--- src/shared/uil_pkg.sv ---
// Register map, field layout and reset values for the interrupt level and mask block
package uil_pkg;
    // Register offsets (byte addresses on the register port)
    localparam logic [11:0] TRIGGER_LEVEL_OFFSET = 12'h034;
    localparam logic [11:0] MASK_OFFSET = 12'h038;
    localparam logic [11:0] RAW_STATUS_OFFSET = 12'h03c;
    localparam logic [11:0] MASKED_STATUS_OFFSET = 12'h040;
    localparam logic [11:0] CLEAR_OFFSET = 12'h044;
    // Trigger level register fields
    localparam int RX_LEVEL_LSB = 3;
    localparam int TX_LEVEL_LSB = 0;
    localparam int LEVEL_WIDTH = 3;
    localparam logic [2:0] LEVEL_RESET = 3'h2;
    localparam logic [2:0] LEVEL_MAX_CODE = 3'h4;
    // Interrupt source bit positions
    localparam int SRC_LSB = 4;
    localparam int SRC_COUNT = 7;
    localparam int RX_LEVEL_BIT = 0;
    localparam int TX_LEVEL_BIT = 1;
    localparam int RX_TIMEOUT_BIT = 2;
    localparam int FRAMING_BIT = 3;
    localparam int PARITY_BIT = 4;
    localparam int BREAK_BIT = 5;
    localparam int OVERRUN_BIT = 6;
    localparam logic [6:0] MASK_RESET = 7'h00;
    localparam logic [6:0] RAW_RESET = 7'h00;
    localparam logic [3:0] RAW_LOW_FIELD = 4'hf;
    // FIFO depth seen through the fill level inputs
    localparam int FIFO_DEPTH = 16;
    localparam int FILL_WIDTH = 5;
endpackage

--- src/rtl/uil_interrupt_level_mask_status.sv ---
// Interrupt trigger levels, mask, raw status and clear for the serial port
//
// Design decision made here: strobed register access.
`timescale 1ns/1ns
module uil_interrupt_level_mask_status (
    // Clock and reset
    input wire logic clock,
    input wire logic reset,
    // Register port
    input wire logic [11:0] regAddress,
    input wire logic [31:0] regWriteData,
    input wire logic regWrite,
    input wire logic regRead,
    output logic [31:0] regReadData,
    // Events from the receive and error logic
    input wire logic overrunEvent,
    input wire logic breakErrEvent,
    input wire logic parityErrEvent,
    input wire logic framingErrEvent,
    input wire logic rxTimeoutEvent,
    // FIFO fill levels, 0 to 16 entries
    input wire logic [4:0] rxFillLevel,
    input wire logic [4:0] txFillLevel,
    // Interrupt controller outputs
    output logic [6:0] maskedInterrupt,
    output logic interruptOut
);
    logic [2:0] rx_trigger_level; // Receive threshold code
    logic [2:0] tx_trigger_level; // Transmit threshold code
    logic [6:0] interrupt_mask; // One bit per source, receive at index 0
    logic [6:0] raw_interrupt_status; // Sticky raw state
    logic rxCrossed; // Receive threshold crossing pulse
    logic txCrossed; // Transmit threshold crossing pulse
    logic [6:0] eventVector; // All events in register order
    logic [6:0] clearVector; // Write-one-to-clear request
    logic [6:0] next_raw; // Next raw state
    logic [6:0] next_mask; // Mask as it stands after this edge
    logic [31:0] next_readData; // Read mux result

    // Shared address decode for a write at one offset
    function automatic logic writeHit(input logic [11:0] offset);
        writeHit = regWrite && (regAddress == offset);
    endfunction

    // Receive level crossing
    uil_threshold_cross rxCross (
        .clock(clock),
        .reset(reset),
        .levelCode(rx_trigger_level),
        .fillLevel(rxFillLevel),
        .isTransmit(1'b0),
        .crossed(rxCrossed)
    );

    // Transmit level crossing
    uil_threshold_cross txCross (
        .clock(clock),
        .reset(reset),
        .levelCode(tx_trigger_level),
        .fillLevel(txFillLevel),
        .isTransmit(1'b1),
        .crossed(txCrossed)
    );

    // Trigger level register; reserved codes are stored but act as half full
    always_ff @(posedge clock) begin
        if (reset) begin
            rx_trigger_level <= uil_pkg::LEVEL_RESET;
            tx_trigger_level <= uil_pkg::LEVEL_RESET;
        end else if (writeHit(uil_pkg::TRIGGER_LEVEL_OFFSET)) begin
            rx_trigger_level <= regWriteData[uil_pkg::RX_LEVEL_LSB +: uil_pkg::LEVEL_WIDTH];
            tx_trigger_level <= regWriteData[uil_pkg::TX_LEVEL_LSB +: uil_pkg::LEVEL_WIDTH];
        end
    end

    // Mask register; only bits 10:4 are stored
    always_ff @(posedge clock) begin
        if (reset) begin
            interrupt_mask <= uil_pkg::MASK_RESET;
        end else if (writeHit(uil_pkg::MASK_OFFSET)) begin
            interrupt_mask <= regWriteData[uil_pkg::SRC_LSB +: uil_pkg::SRC_COUNT];
        end
    end

    // Gather events and clear requests in register bit order
    always_comb begin
        eventVector = 7'h00;
        eventVector[uil_pkg::RX_LEVEL_BIT] = rxCrossed;
        eventVector[uil_pkg::TX_LEVEL_BIT] = txCrossed;
        eventVector[uil_pkg::RX_TIMEOUT_BIT] = rxTimeoutEvent;
        eventVector[uil_pkg::FRAMING_BIT] = framingErrEvent;
        eventVector[uil_pkg::PARITY_BIT] = parityErrEvent;
        eventVector[uil_pkg::BREAK_BIT] = breakErrEvent;
        eventVector[uil_pkg::OVERRUN_BIT] = overrunEvent;
        // Outputs follow a mask write at once, so a zero mask blocks with no lag
        next_mask = interrupt_mask;
        if (writeHit(uil_pkg::MASK_OFFSET)) begin
            next_mask = regWriteData[uil_pkg::SRC_LSB +: uil_pkg::SRC_COUNT];
        end
        clearVector = 7'h00;
        if (writeHit(uil_pkg::CLEAR_OFFSET)) begin
            clearVector = regWriteData[uil_pkg::SRC_LSB +: uil_pkg::SRC_COUNT];
        end
        // A new event beats a clear in the same cycle so no event is lost
        next_raw = (raw_interrupt_status & ~clearVector) | eventVector;
    end

    // Raw status; a write at its own offset never reaches it
    always_ff @(posedge clock) begin
        if (reset) begin
            raw_interrupt_status <= uil_pkg::RAW_RESET;
        end else begin
            raw_interrupt_status <= next_raw;
        end
    end

    // Interrupt outputs, registered from the next state so they track status
    always_ff @(posedge clock) begin
        if (reset) begin
            maskedInterrupt <= 7'h00;
            interruptOut <= 1'b0;
        end else begin
            maskedInterrupt <= next_raw & next_mask;
            interruptOut <= |(next_raw & next_mask);
        end
    end

    // Read mux
    always_comb begin
        next_readData = 32'h0000_0000;
        case (regAddress)
            uil_pkg::TRIGGER_LEVEL_OFFSET: begin
                // Upper bits are undefined to software; zero is returned
                next_readData[uil_pkg::RX_LEVEL_LSB +: uil_pkg::LEVEL_WIDTH] = rx_trigger_level;
                next_readData[uil_pkg::TX_LEVEL_LSB +: uil_pkg::LEVEL_WIDTH] = tx_trigger_level;
            end
            uil_pkg::MASK_OFFSET: begin
                next_readData[uil_pkg::SRC_LSB +: uil_pkg::SRC_COUNT] = interrupt_mask;
            end
            uil_pkg::RAW_STATUS_OFFSET: begin
                next_readData[uil_pkg::SRC_LSB +: uil_pkg::SRC_COUNT] = raw_interrupt_status;
                next_readData[3:0] = uil_pkg::RAW_LOW_FIELD;
            end
            uil_pkg::MASKED_STATUS_OFFSET: begin
                next_readData[uil_pkg::SRC_LSB +: uil_pkg::SRC_COUNT] =
                    raw_interrupt_status & interrupt_mask;
            end
            default: begin
                // Clear register and unmapped offsets read as zero
                next_readData = 32'h0000_0000;
            end
        endcase
    end

    // Read data stands only in the cycle after the read strobe
    always_ff @(posedge clock) begin
        if (reset) begin
            regReadData <= 32'h0000_0000;
        end else if (regRead) begin
            regReadData <= next_readData;
        end else begin
            regReadData <= 32'h0000_0000;
        end
    end
endmodule // uil_interrupt_level_mask_status

--- src/rtl/uil_threshold_cross.sv ---
// Threshold crossing detector for one FIFO fill level
`timescale 1ns/1ns
module uil_threshold_cross (
    // Clock and reset
    input wire logic clock,
    input wire logic reset,
    // Level selection and FIFO fill
    input wire logic [2:0] levelCode,
    input wire logic [4:0] fillLevel,
    input wire logic isTransmit,
    // One-cycle event on crossing
    output logic crossed
);
    logic inZone; // Level lies on the trigger side of the threshold
    logic inZoneLast; // Previous cycle's zone state
    logic [4:0] threshold; // Threshold in FIFO entries

    // Map the code to eighths of the FIFO; reserved codes fall back to half
    always_comb begin
        case (levelCode)
            3'h0: threshold = 5'h02;
            3'h1: threshold = 5'h04;
            3'h2: threshold = 5'h08;
            3'h3: threshold = 5'h0c;
            3'h4: threshold = 5'h0e;
            default: threshold = 5'h08;
        endcase
        // Receive fires at or above, transmit at or below
        inZone = isTransmit ? (fillLevel <= threshold) : (fillLevel >= threshold);
    end

    // Edge on entry into the zone, so a level that just sits there fires once
    always_ff @(posedge clock) begin
        if (reset) begin
            inZoneLast <= 1'b0;
            crossed <= 1'b0;
        end else begin
            inZoneLast <= inZone;
            crossed <= inZone && !inZoneLast;
        end
    end
endmodule // uil_threshold_cross

--- config.mk ---
export PLATFORM = sky130hd
export DESIGN_NAME = uil_interrupt_level_mask_status
export DESIGN_NICKNAME = d
export VERILOG_FILES = /design/src/shared/uil_pkg.sv /design/src/rtl/uil_interrupt_level_mask_status.sv /design/src/rtl/uil_threshold_cross.sv
export SDC_FILE = /design/constraint.sdc
export NUM_CORES = 1
export LEC_CHECK = 0
export BUFFER_PORTS_ARGS = -buffer_cell sky130_fd_sc_hd__buf_2
export CAP_MARGIN = 20
export CORE_UTILIZATION = 45
export CTS_CLUSTER_DIAMETER = 120
export DETAILED_ROUTE_END_ITERATION = 12
export PLACE_DENSITY = 0.76
export SYNTH_ARGS = -nofsm -noshare
export SYNTH_HDL_FRONTEND = slang
export SYNTH_SLANG_ARGS = --single-unit
--- constraint.sdc ---
create_clock -name clock -period 3.2 [get_ports clock]
set_input_delay 0.64 -clock clock [delete_from_list [all_inputs] [get_ports clock]]
set_output_delay 0.64 -clock clock [all_outputs]
set_load 0.01 [all_outputs]
==> reports/metrics.yaml <==
pwr:
  leakagePower_nw: 1.14
  power.density_mw_per_mm2: 415
  seqPwrFrac_pct: 54.9
  switching_share_pct: 22.2
  clock_power_share_pct: 36.4
  p_switching_mw: 0.223
  power_frac_comb_pct: 8.7
  peakVddDrop_v: 0.000214
  power.internal_mw: 0.779
sta:
  max_freq_mhz: 424
  rsz0062_at_grt: "no"
  finalCritPeriodShare_pct: 73.7
  final_max_slew_viol_count: 0
  setup_viol: 0
  worstMarginPinSlew_ps: 614
  finalClockSkew_ps: 4.38
  finalCriticalPeriod_ps: 2360
  final.setup.tns_ps: 0
  final-hold-violation-count: 0
  slew_headroom_pct: 58.5
clock_network:
  cts_resized: 0
  clock_latency_ps: 280
  cts_tree: "yes"
  cts.path.max_buffers: 2
  path_clk_slew_ps: 80
  hold_buffers: 0
  clock-sinks: 43
  cts-root-buf: "clkbuf_8"
  numCtsBuffers: 5
  postCtsSetupRepairBufs: 0
  cts_max_level: 2
critical_path:
  endpoint_kind: "flop"
  crit_fanout: 6
  critical-path-top-delay-family: "simple AND/OR/NAND/NOR gates"
  crit_path_top_delay_cell: "or4_4"
  slowest_delay_ps: 620
  arrival_ps: 2500
  crit_chain: "buf_2, or4b_4, or4_4, o22ai_2, a2bb2oi_1, a41oi_1"
  r2r_start: "tx_trigger_level[0]$_SDFFE_PP0P_"
  critical_path_class: "in -> reg"
  crit_buf_inv: 1
  startpoint: "regAddress[3]"
  crit_path_start_kind: "input port"
  required_ps: 3340
place:
  dp_hpwl_mm: 2.98
  place_congestion: 0.818
  place_inst: 329
  portBuffers: 60
yosys:
  synthFlopType: "dfxtp_1"
  ys_seq_area_share_pct: 42.2
  synth_warnings: 0
  syn_area_per_cell_um2: 9.24
  postSynthCellCount: 221
  synth_edf_count: 0
  synth_seq_cells: 43
  synth-async-reset-ratio_pct: 0
  netlist-cell-type-count: 50
  synth_area_mm2: 0.00204
floorplan:
  ios: 103
  start_util_pct: 46.9
  fp-row-count: 24
  coreArea_mm2: 0.00435
  fp.dieW_um: 69.4
  die-area_mm2: 0.00481
  die_h_um: 69.4
route:
  drt-met1-wl_mm: 1.85
  wl_met3_um: 279
  drt_iter0_drc: 111
  drc: 0
  avgRoutedWirePerCell_um: 12.0
  antenna_left: 0
  wl_met2_mm: 1.86
  highest_layer: "met4"
  viasPerCell: 5.05
  via_count: 1703
  drtPass1Iterations: 4
  routed_wl_mm: 4.03
finish:
  nFillCells: 435
  final_cell_mix: "buf_2, dfxtp_1, nor2_1"
  final_common_cell: "buf_2"
  antenna_cells: 0
  area_growth_pct: 18.2
  layout-drive-gt1-share_pct: 29.1
  finalNetCount: 353
  final_cell_count_no_fill: 337
global_routing:
  antenna_found_initial: 0
  grtUsageTotal_pct: 17.5
  grt_pass1_wl_mm: 6.83
  gr-total-overflow: 0
  grt_pass1_vias: 1580
  grt_max_degree: 32
worst_hold_path:
  min_path_type: "reg -> reg"
  hold_start: "rxCross.inZoneLast$_SDFF_PP0_"
status:
  outcome: "complete, no violations"
run:
  maxCapViolCount: 0
[final cells by class]
cell class | instances | area (um^2) | share of cell area (%)
clock buffer | 8 | 100 | 4.15
inverter | 5 | 18.8 | 0.778
multi-input combinational | 167 | 1050 | 43.6
sequential | 43 | 861 | 35.7
tap | 52 | 65.1 | 2.70
timing repair buffer | 62 | 315 | 13.1
[flip-flops by register name (all words and copies together) (netlist names), 3 cells and up]
| name | flops |
|---|---|
| raw_interrupt_status | 7 |
| regReadData | 11 |
| interrupt_mask | 7 |
| rx_trigger_level | 3 |
| maskedInterrupt | 7 |
| tx_trigger_level | 3 |
[logic make-up (layout without fill, tap and decap cells)]
logic type	count (synthesis)	count (layout)	synth area share [%]
and+or+nand+nor	90	90	25.0
DFF	43	43	42.2
AOI/OAI and AO/OA	37	37	12.6
buffers and inverters	31	75	9.93
muxes	13	13	6.43
adders and majority gates	6	6	3.68
other	1	21	0.184
[Yosys cell counts (2+ instances only)]
cell type	number	area (um^2)
dfxtp_1	43	861
nor2_1	26	97.6
buf_4	21	158
a21oi_1	14	70.1
nand2_1	14	52.6
mux2i_1	12	120
nor3_1	8	40.0
ha_1	6	75.1
inv_1	5	18.8
nand2b_1	5	31.3
and2_1	4	25.0
nor4_1	4	25.0
o21ai_0	4	20.0
and2_0	3	18.8
clkbuf_1	3	11.3
nor2b_1	3	18.8
o22ai_2	3	37.5
a21bo_2	2	20.0
a22oi_1	2	15.0
a41oi_1	2	17.5
nand3b_1	2	15.0
nor3b_2	2	25.0
o21ai_1	2	10.0
o32a_1	2	20.0
or2_1	2	12.5
or2_2	2	12.5
or3b_1	2	17.5
[through the flow]
step	area [um^2]	hold WS (ps)	total power, mW	setup WS [ps]	utilization (%)
2_1_floorplan	2120	367	0.629	794	-
3_3_place_gp	2310	378	0.647	543	53.1
3_5_place_dp	2310	383	0.649	555	53.1
4_1_cts	2410	394	1.01	843	55.4
5_1_grt	2410	407	1.05	720	55.4
6_report	2410	389	1.00	841	55.4
[per-layer routing]
layer | vias to the layer above | GRT usage, %
met4 | 0 | 7.48
met2 | 68 | 28.8
met1 | 779 | 22.2
li1 | 852 | -
met3 | 4 | 3.49
met5 | - | 0
[worst paths after layout]
| check | endpoint | slack, ps | depth (start not counted) |
|---|---|---|---|
| min reg2reg | rxCross.crossed$_SDFF_PP0_ | 390 | 1 |
| max | interruptOut$_SDFF_PP0_ | 840 | 6 |
| min | rxCross.crossed$_SDFF_PP0_ | 390 | 1 |
| max reg2reg | txCross.crossed$_SDFF_PP0_ | 1680 | 7 |
[power groups by stage]
stage | combinational (mW) | clock (mW) | sequential [mW]
floorplan | 0.0683 | 0 | 0.560
global placement | 0.0851 | 0 | 0.562
detailed placement | 0.0867 | 0 | 0.562
CTS | 0.0872 | 0.379 | 0.549
global route | 0.0973 | 0.403 | 0.550
finish | 0.0871 | 0.365 | 0.549
[worst register-to-register path, stage by stage (launching register included)]
cell,delay (ps)
dfxtp_1,340
nor2_1,160
mux2i_1,100
ha_1,300
a21o_1,160
a21oi_1,140
a41oi_1,70
nor4_1,170
(Power assumes the default switching activity.)
